===== config.mk =====
export PLATFORM = sky130hd
export DESIGN_NAME = pcg_top
export DESIGN_NICKNAME = d
export VERILOG_FILES = /design/src/logic/pcg_pkg.sv /design/src/logic/pcg_sync.sv /design/src/logic/pcg_map_reg.sv /design/src/logic/pcg_top.sv
export SDC_FILE = /design/constraint.sdc
export NUM_CORES = 1
export LEC_CHECK = 0
export ABC_AREA = 1
export BUFFER_PORTS_ARGS = -buffer_cell sky130_fd_sc_hd__buf_2
export CORE_MARGIN = 5
export CORE_UTILIZATION = 51
export CTS_CLUSTER_DIAMETER = 50
export CTS_CLUSTER_SIZE = 8
export DETAILED_ROUTE_END_ITERATION = 7
export GPL_TIMING_DRIVEN = 0
export PLACE_DENSITY = 0.77
export SLEW_MARGIN = 20
export SYNTH_ARGS = -nofsm -noshare
export SYNTH_HDL_FRONTEND = slang
export SYNTH_SLANG_ARGS = --single-unit

===== constraint.sdc =====
create_clock -name I_SYS_CLK -period 4.6 [get_ports I_SYS_CLK]
set_clock_uncertainty 0.2 [all_clocks]
set_input_delay 0.46 -clock I_SYS_CLK [delete_from_list [all_inputs] [get_ports I_SYS_CLK]]
set_output_delay 0.46 -clock I_SYS_CLK [all_outputs]
set_load 0.05 [all_outputs]

===== src/logic/pcg_pkg.sv =====
// Constants for the peripheral clock gating and low-power control block.
// Assumes a 32-bit plain register port with byte-free word access.
package pcg_pkg;

    // Register word addresses on the plain port
    localparam logic [3:0] PCG_ADDR_MAP_HIGH = 4'h0;
    localparam logic [3:0] PCG_ADDR_MAP_LOW = 4'h1;
    localparam logic [3:0] PCG_ADDR_SET_HELPER = 4'h2;
    localparam logic [3:0] PCG_ADDR_CLR_HELPER = 4'h3;
    localparam logic [3:0] PCG_ADDR_LP_CONTROL = 4'h4;
    localparam logic [3:0] PCG_ADDR_WAKE_CONTROL = 4'h5;
    localparam logic [3:0] PCG_ADDR_STATUS = 4'h6;

    // Slots whose clock may really be gated
    localparam logic [31:0] PCG_HIGH_GATEABLE = 32'h0000_071f;
    localparam logic [31:0] PCG_LOW_GATEABLE = 32'hf7e6_1004;

    // Reset values
    localparam logic [31:0] PCG_MAP_RESET = 32'h0000_0000;
    localparam logic [7:0] PCG_LPC_RESET = 8'h00;

    // Low-power control field positions
    localparam int PCG_LPC_MODE_HI = 7;
    localparam int PCG_LPC_MODE_LO = 6;
    localparam int PCG_LPC_FAST_BIT = 5;
    localparam int PCG_LPC_STOP_HI = 4;
    localparam int PCG_LPC_STOP_LO = 3;

    // Helper and wake-up control register fields
    localparam int PCG_HLP_GLOBAL_BIT = 6;
    localparam int PCG_HLP_INDEX_HI = 5;
    localparam int PCG_WCR_ENABLE_BIT = 7;

    // Low-power modes
    localparam logic [1:0] PCG_MODE_RUN = 2'h0;
    localparam logic [1:0] PCG_MODE_DOZE = 2'h1;
    localparam logic [1:0] PCG_MODE_WAIT = 2'h2;
    localparam logic [1:0] PCG_MODE_STOP = 2'h3;

    // Stop-clock selections
    localparam logic [1:0] PCG_STP_SYS = 2'h0;
    localparam logic [1:0] PCG_STP_BUS = 2'h1;
    localparam logic [1:0] PCG_STP_PLL = 2'h2;
    localparam logic [1:0] PCG_STP_ALL = 2'h3;

    typedef enum logic [1:0] {
        PCG_ST_RUN,
        PCG_ST_LOWPOWER,
        PCG_ST_WAKE
    } pcg_state_type;

endpackage


===== src/logic/pcg_sync.sv =====
// Two-flop synchroniser for one level from outside the clock domain.
// Assumes the source is a quasi-static level.
`timescale 1ns/1ps
`default_nettype none
module pcg_sync (
    input wire logic clk,   // System clock
    input wire logic rst,   // Async reset, high
    input wire logic ce,    // Clock enable
    input wire logic d,     // Asynchronous level
    output logic q          // Synchronised level
);
    logic meta_q;

    // First flop feeds only the second
    always_ff @(posedge clk or posedge rst) begin
        if (rst) begin
            meta_q <= 1'b0;
            q <= 1'b0;
        end else if (ce) begin
            meta_q <= d;
            q <= meta_q;
        end
    end
endmodule
`default_nettype wire


===== src/logic/pcg_map_reg.sv =====
// One 32-bit gating bitmap with direct write and set/clear helpers.
// Assumes helper index already points into this word.
`timescale 1ns/1ps
`default_nettype none
module pcg_map_reg
    import pcg_pkg::*;
(
    input wire logic clk,           // System clock
    input wire logic rst,           // Async reset, high
    input wire logic ce,            // Clock enable
    input wire logic wr,            // Direct write strobe
    input wire logic [31:0] wdata,  // Direct write data
    input wire logic set_one,       // Set indexed bit
    input wire logic set_all,       // Set every bit
    input wire logic clr_one,       // Clear indexed bit
    input wire logic clr_all,       // Clear every bit
    input wire logic [4:0] idx,     // Bit index for helpers
    output logic [31:0] map_q       // Stored bitmap
);

    // Direct write or helper update; strobes never coincide
    always_ff @(posedge clk or posedge rst) begin
        if (rst) begin
            map_q <= PCG_MAP_RESET;
        end else if (ce) begin
            if (wr) begin
                map_q <= wdata;
            end else if (set_all) begin
                map_q <= 32'hffff_ffff;
            end else if (clr_all) begin
                map_q <= 32'h0000_0000;
            end else if (set_one) begin
                map_q[idx] <= 1'b1;
            end else if (clr_one) begin
                map_q[idx] <= 1'b0;
            end
        end
    end
endmodule
`default_nettype wire


===== src/logic/pcg_top.sv =====
// Peripheral clock gating bitmap and low-power mode control.
// Assumes a plain register port on the system clock and a core that
// pulses I_STOP_EXEC when it executes the stop instruction.
//
// What this block does
// - One disable bit per 16 kByte slot
// - Crossbar and system control clocks never gated
// - Bitmap writable directly and via helpers
// - Bit 0 runs clock, 1 stops it
// - High map gates slots 32-36, 40-42
// - Low map gates 2,12,17,18,21-26,28-31
// - Mode field bits 7-6 selects stop mode
// - Mode field sampled at stop instruction
// - Mode run: core halts, no clock stopped
// - Fast wakeup bit 5 skips lock wait
// - Fast wakeup sampled at stop instruction
// - Limp mode: always re-enable on wakeup
// - Stop-clock field bits 4-3 selects clocks
// - 00 sys,01 +bus,10 +PLL,11 +osc
// - Entry only with entry enable set
// - Helpers set/clear indexed or all; read zero
`timescale 1ns/1ps
`default_nettype none
module pcg_top
    import pcg_pkg::*;
(
    input wire logic I_SYS_CLK,          // 250 MHz system clock
    input wire logic I_RESET,            // Async reset, high
    input wire logic I_CE,               // Clock enable
    input wire logic [3:0] I_ADDR,       // Register word address
    input wire logic [31:0] I_WDATA,     // Write data
    input wire logic I_WR,               // Write strobe
    input wire logic I_RD,               // Read strobe
    input wire logic I_STOP_EXEC,        // Core executed stop, pulse
    input wire logic I_WAKE_REQ,         // Wake request, pulse
    input wire logic I_PLL_LOCK,         // PLL lock, async pin
    input wire logic I_LIMP_MODE,        // Limp mode, async pin
    output logic [31:0] O_RDATA,         // Read data
    output logic [31:0] O_GATE_HIGH,     // Clock stop, slots 32-63
    output logic [31:0] O_GATE_LOW,      // Clock stop, slots 0-31
    output logic O_CORE_HALT,            // Core stopped
    output logic O_SYS_CLK_STOP,         // System clocks stopped
    output logic O_BUS_CLK_STOP,         // External bus clock stopped
    output logic O_PLL_STOP,             // PLL stopped
    output logic O_OSC_STOP,             // Oscillator stopped
    output logic [1:0] O_MODE            // Mode being held
);

    logic [31:0] map_high_q;
    logic [31:0] map_low_q;
    logic [7:0] lpc_q;
    logic wcr_enable_q;
    logic pll_lock_s;
    logic limp_s;
    logic [1:0] mode_q;
    logic [1:0] stop_sel_q;
    logic fast_q;
    pcg_state_type state_q;
    logic [31:0] rdata_d;

    // Decode a write to one address
    function automatic logic wr_hit(input logic [3:0] a);
        wr_hit = I_WR && (I_ADDR == a);
    endfunction

    // Helper decode: global bit, index bit 5 picks word
    logic set_wr;
    logic clr_wr;
    logic hlp_global;
    logic hlp_upper;
    assign set_wr = wr_hit(PCG_ADDR_SET_HELPER);
    assign clr_wr = wr_hit(PCG_ADDR_CLR_HELPER);
    assign hlp_global = I_WDATA[PCG_HLP_GLOBAL_BIT];
    assign hlp_upper = I_WDATA[PCG_HLP_INDEX_HI];

    // Lock and limp come from pins, so synchronise them
    pcg_sync u_sync_lock (
        .clk(I_SYS_CLK),
        .rst(I_RESET),
        .ce(I_CE),
        .d(I_PLL_LOCK),
        .q(pll_lock_s)
    );

    pcg_sync u_sync_limp (
        .clk(I_SYS_CLK),
        .rst(I_RESET),
        .ce(I_CE),
        .d(I_LIMP_MODE),
        .q(limp_s)
    );

    // Slots 32-63: one bit each
    pcg_map_reg u_map_high (
        .clk(I_SYS_CLK),
        .rst(I_RESET),
        .ce(I_CE),
        .wr(wr_hit(PCG_ADDR_MAP_HIGH)),
        .wdata(I_WDATA),
        .set_one(set_wr && !hlp_global && hlp_upper),
        .set_all(set_wr && hlp_global),
        .clr_one(clr_wr && !hlp_global && hlp_upper),
        .clr_all(clr_wr && hlp_global),
        .idx(I_WDATA[4:0]),
        .map_q(map_high_q)
    );

    // Slots 0-31: one bit each
    pcg_map_reg u_map_low (
        .clk(I_SYS_CLK),
        .rst(I_RESET),
        .ce(I_CE),
        .wr(wr_hit(PCG_ADDR_MAP_LOW)),
        .wdata(I_WDATA),
        .set_one(set_wr && !hlp_global && !hlp_upper),
        .set_all(set_wr && hlp_global),
        .clr_one(clr_wr && !hlp_global && !hlp_upper),
        .clr_all(clr_wr && hlp_global),
        .idx(I_WDATA[4:0]),
        .map_q(map_low_q)
    );

    // Low-power control: fields readable and writable in any mode
    always_ff @(posedge I_SYS_CLK or posedge I_RESET) begin
        if (I_RESET) begin
            lpc_q <= PCG_LPC_RESET;
        end else if (I_CE && wr_hit(PCG_ADDR_LP_CONTROL)) begin
            lpc_q <= {I_WDATA[7:3], 3'h0};
        end
    end

    // Entry enable, stored in the wake-up control word
    always_ff @(posedge I_SYS_CLK or posedge I_RESET) begin
        if (I_RESET) begin
            wcr_enable_q <= 1'b0;
        end else if (I_CE && wr_hit(PCG_ADDR_WAKE_CONTROL)) begin
            wcr_enable_q <= I_WDATA[PCG_WCR_ENABLE_BIT];
        end
    end

    // Stop sequencer; fields latched only at the stop instruction
    always_ff @(posedge I_SYS_CLK or posedge I_RESET) begin
        if (I_RESET) begin
            state_q <= PCG_ST_RUN;
            mode_q <= PCG_MODE_RUN;
            stop_sel_q <= PCG_STP_SYS;
            fast_q <= 1'b0;
        end else if (I_CE) begin
            case (state_q)
                PCG_ST_RUN: begin
                    if (I_STOP_EXEC && wcr_enable_q) begin
                        state_q <= PCG_ST_LOWPOWER;
                        // Later writes do not affect this entry
                        mode_q <= lpc_q[PCG_LPC_MODE_HI:PCG_LPC_MODE_LO];
                        stop_sel_q <= lpc_q[PCG_LPC_STOP_HI:PCG_LPC_STOP_LO];
                        fast_q <= lpc_q[PCG_LPC_FAST_BIT];
                    end
                end
                PCG_ST_LOWPOWER: begin
                    if (I_WAKE_REQ) begin
                        state_q <= PCG_ST_WAKE;
                    end
                end
                PCG_ST_WAKE: begin
                    // Only stop mode waits for lock; limp never locks
                    if (mode_q != PCG_MODE_STOP || fast_q || limp_s
                        || pll_lock_s) begin
                        state_q <= PCG_ST_RUN;
                        mode_q <= PCG_MODE_RUN;
                    end
                end
                default: begin
                    state_q <= PCG_ST_RUN;
                end
            endcase
        end
    end

    // Clock stops; run mode halts core but stops no clock
    logic in_lp;
    logic in_stop;
    logic lp_clocks;
    assign in_lp = (state_q != PCG_ST_RUN);
    assign in_stop = (state_q == PCG_ST_LOWPOWER)
        && (mode_q == PCG_MODE_STOP);
    assign lp_clocks = in_lp && (mode_q != PCG_MODE_RUN);

    always_ff @(posedge I_SYS_CLK or posedge I_RESET) begin
        if (I_RESET) begin
            O_CORE_HALT <= 1'b0;
            O_SYS_CLK_STOP <= 1'b0;
            O_BUS_CLK_STOP <= 1'b0;
            O_PLL_STOP <= 1'b0;
            O_OSC_STOP <= 1'b0;
            O_MODE <= PCG_MODE_RUN;
        end else if (I_CE) begin
            O_CORE_HALT <= in_lp;
            O_SYS_CLK_STOP <= lp_clocks;
            O_BUS_CLK_STOP <= in_stop && (stop_sel_q != PCG_STP_SYS);
            O_PLL_STOP <= in_stop && (stop_sel_q == PCG_STP_PLL
                || stop_sel_q == PCG_STP_ALL);
            O_OSC_STOP <= in_stop && (stop_sel_q == PCG_STP_ALL);
            O_MODE <= mode_q;
        end
    end

    // Gate outputs: unassigned slots and crossbar/control never gate
    always_ff @(posedge I_SYS_CLK or posedge I_RESET) begin
        if (I_RESET) begin
            O_GATE_HIGH <= 32'h0000_0000;
            O_GATE_LOW <= 32'h0000_0000;
        end else if (I_CE) begin
            O_GATE_HIGH <= map_high_q & PCG_HIGH_GATEABLE;
            O_GATE_LOW <= map_low_q & PCG_LOW_GATEABLE;
        end
    end

    // Read mux; helpers and unmapped addresses read zero
    always_comb begin
        rdata_d = 32'h0000_0000;
        case (I_ADDR)
            PCG_ADDR_MAP_HIGH: rdata_d = map_high_q;
            PCG_ADDR_MAP_LOW: rdata_d = map_low_q;
            PCG_ADDR_LP_CONTROL: rdata_d = {24'h00_0000, lpc_q};
            PCG_ADDR_WAKE_CONTROL: rdata_d = {24'h00_0000, wcr_enable_q,
                7'h00};
            PCG_ADDR_STATUS: rdata_d = {26'h000_0000, limp_s, pll_lock_s,
                state_q != PCG_ST_RUN, fast_q, mode_q};
            default: rdata_d = 32'h0000_0000;
        endcase
    end

    // Read data stands only in the cycle after the strobe
    always_ff @(posedge I_SYS_CLK or posedge I_RESET) begin
        if (I_RESET) begin
            O_RDATA <= 32'h0000_0000;
        end else if (I_CE) begin
            O_RDATA <= I_RD ? rdata_d : 32'h0000_0000;
        end
    end

endmodule
`default_nettype wire


==> reports/results.tsv <==
stage	metric	value	unit
critical_path	cell chain of the critical path	buf_2 -> nor2_1 -> nand3_1 -> inv_1 -> nand2_1 -> nand2_1 -> nand2_1 -> nand2_1 -> nand2_1	
place	worst slack, placed	2.34	ns
timing	worst relative slew slack	42.8	%
yosys	post-synthesis cell area	8390	um^2
finish	nets	1481	
global_routing	total global-route track usage	28.3	%
critical_path	Crit Path Category	input pin to flop	
cts	Bufs on Longest Clock Path	2	
cts	PostCTS Resize Cnt	0	
global_routing	vias in the first global route	8344	
floorplanning	die area	19100	um^2
critical_path	critical path's largest stage delay	0.67	ns
place	port bufs	103	
pwr	PD cells	411	nW/um^2
flow_run	Max Cap Viol	0	
critical_path	crit path DAT	2.06	ns
critical_path	Most Frequent Cell on Critical Path	nand2_1	
pwr	Peak VDD IR	0.268	mV
yosys	top cell type's share of synthesized area	42.4	%
yosys	Yosys warning total	0	
critical_path	crit path launch type	input pin	
drt	Pre-antenna DRT Iters	7	
critical_path	CP required	4.72	ns
yosys	#FFs+latches synth	142	
place	Placer Congestion	0.988	
drt	# DRC	0	
critical_path	critical path depth in cells	9	
global_routing	pin count of the biggest net entering global routing	90	
timing	Final Hold Fails	0	
global_routing	initial antenna violation count	1	
finish	FILL cells	1556	
cts	H-tree depth	4	
critical_path	largest delay contributor family on the critical path	simple AND/OR/NAND/NOR gates	
drt	number of vias per cell	5.18	
drt	total wire length	27.2	mm
cts	clk slew on worst S/H paths	0.06	ns
status	status	completed	
yosys	Synth area leader	dfrtp_1	
timing	pin slew with the least headroom to its limit	0.854	ns
timing	f_max	515	MHz
timing	fin crit share	42.2	%
floorplanning	Die Y	138	um
yosys	async set-reset flop share out of synthesis	100	%
floorplanning	Die W	138	um
place	Cell Area, Placed	9370	um^2
finish	area of the multi-input gates	3990	um^2
floorplanning	FP Rows	46	
place	Final HPWL DP	20.0	mm
critical_path	Worst Path Max Fanout	8	
drt	routed len/inst	16.3	um
cts	postcts setup bufs	0	
hold_path	worst min-delay path class	input pin to flop	
yosys	Synth cell types	26	
timing	fin crit period	1.94	ns
finish	utilization after layout	62.4	%
floorplanning	Ports	148	
drt	initial DRC count	1056	
critical_path	CP endpoint kind	flop	
timing	# setup viols final	0	
critical_path	worst reg2reg path depth	6	
pwr	P_leak	5.89	nW
cts	CTS buffer count	17	
critical_path	CP max-delay cell	nor2_1	
yosys	top cells by count, synth	nand2_1, dfrtp_1, nor2_1, inv_1, a21oi_1	
hold_path	hold path cells	3	
yosys	Avg Synthesized Cell Area	6.60	um^2
yosys	most frequent cell after synthesis	nand2_1	
timing	Max Transition Viols Final	0	
yosys	number of flops mapped to enable cells by yosys	0	
yosys	Main synth FF type	dfrtp_1	
yosys	Seq/Total Area, Yosys	42.4	%
cts	clk root buf	clkbuf_16	
finish	cell area after layout	9980	um^2
cts	clock latency at the later pin of the worst-skew pair	0.43	ns
global_routing	GRT overflow	0	
drt	via count	8637	
timing	RSZ-0062 raised after global routing	no	
drt	Final ANT Viol Nets	0	
cts	CTS Hold Bufs	1	
finish	Register Area	3550	um^2
yosys	top cells by area, synth	dfrtp_1, nand2_1, nor2_1	
finish	synth-to-layout area growth	18.9	%
cts	CTS tree	done	
floorplanning	area of the core	16000	um^2
critical_path	CP Buf/Inv Count	2	
timing	worst setup margin	2.66	ns
global_routing	wire length of the first global-routing pass	43.4	mm
yosys	post-synthesis cell count	1271	
finish	layout cell share with drive strength beyond 1	15.8	%
floorplanning	initial core utilization	52.4	%
cts	# clock sinks	142	
[worst reg2reg max path: cells and delay by family (launching register included)]
| kind | cells | cell delay, ns |
|---|---|---|
| simple gates | 4 | 0.49 |
| compound gates | 1 | 0.21 |
| flops | 1 | 0.41 |
| buf+inv | 1 | 0.13 |
[power by group]
group | leakage [nW] | switching, mW | internal, mW
Clock | 0.279 | 0.565 | 0.845
Sequential | 1.92 | 0.150 | 1.46
Combinational | 3.69 | 0.772 | 0.306
[cells by family after synthesis]
kind of cell	Yosys count	synth area share (%)
compound gates	152	9.69
simple gates	765	36.0
buf+inv	211	11.9
flops	142	42.4
other cells	1	0.0447
[final timing paths]
path	start	endpoint	slack (ns)
min in group asynchronous	I_RESET	stop_sel_q[1]	0.39
max in group asynchronous	I_RESET	u_map_low.map_q[22]	3.04
setup reg to reg	state_q[1]	O_RDATA[3]	3.05
hold reg to reg	O_RDATA[13]	O_RDATA[13]	0.27
setup / recovery	I_WDATA[0]	u_map_low.map_q[12]	2.66
hold / removal	I_PLL_LOCK	u_sync_lock.meta_q	0.04
[flip-flops by register name, summed over array words and instances (netlist names), 2 cells and up]
register	cells
u_map_low.map_q	32
lpc_q	5
stop_sel_q	2
O_GATE_LOW	14
mode_q	2
u_map_high.map_q	32
O_GATE_HIGH	8
O_MODE	2
state_q	2
O_RDATA	32
[through the flow]
step | TNS [ns] | hold WS (ns) | cells | power (mW)
floorplan | 0 | 0.242 | 1312 | 2.41
global placement | -220.58 | 0.258 | 1631 | 2.67
detailed placement | 0 | 0.260 | 1632 | 2.69
CTS | 0 | 0.0357 | 1665 | 4.09
global route | 0 | 0.0694 | 1666 | 4.31
finish | 0 | 0.0356 | 1666 | 4.10
[layout by cell type, fill, tap and decap left out, types with 6 or more instances in the layout]
cell       netlist  final
a21oi_1         62     62
nor3_1          25     25
dfrtp_1        142    142
nand2_1        547    547
nor2_1         140    140
o21ai_0         59     59
buf_1            6      6
conb_1           1     42
clkbuf_16        0     17
clkbuf_1        21     22
inv_1          104    103
buf_2           27    130
inv_2            7      7
o22ai_1         16     16
buf_4           46     46
nand3_1         38     38
[metal layers]
layer | global-route usage [%] | vias up | share of wire, %
li1 | - | 4181 | -
met1 | 39.5 | 3892 | 43
met2 | 42.3 | 482 | 43
met3 | 6.86 | 82 | 11
met4 | 11.9 | 0 | 2.8
met5 | 0 | - | 0
[cell type report]
cell class                 count  area share (%)
tap                          216            2.71
inverter                     111            4.25
buffer                       100            5.83
multi-input combinational    959            40.0
sequential                   142            35.6
clock inverter                11            1.29
timing repair buffer         105            5.54
clock buffer                  21            4.72
antenna                        1          0.0251
(Power assumes the default switching activity.)
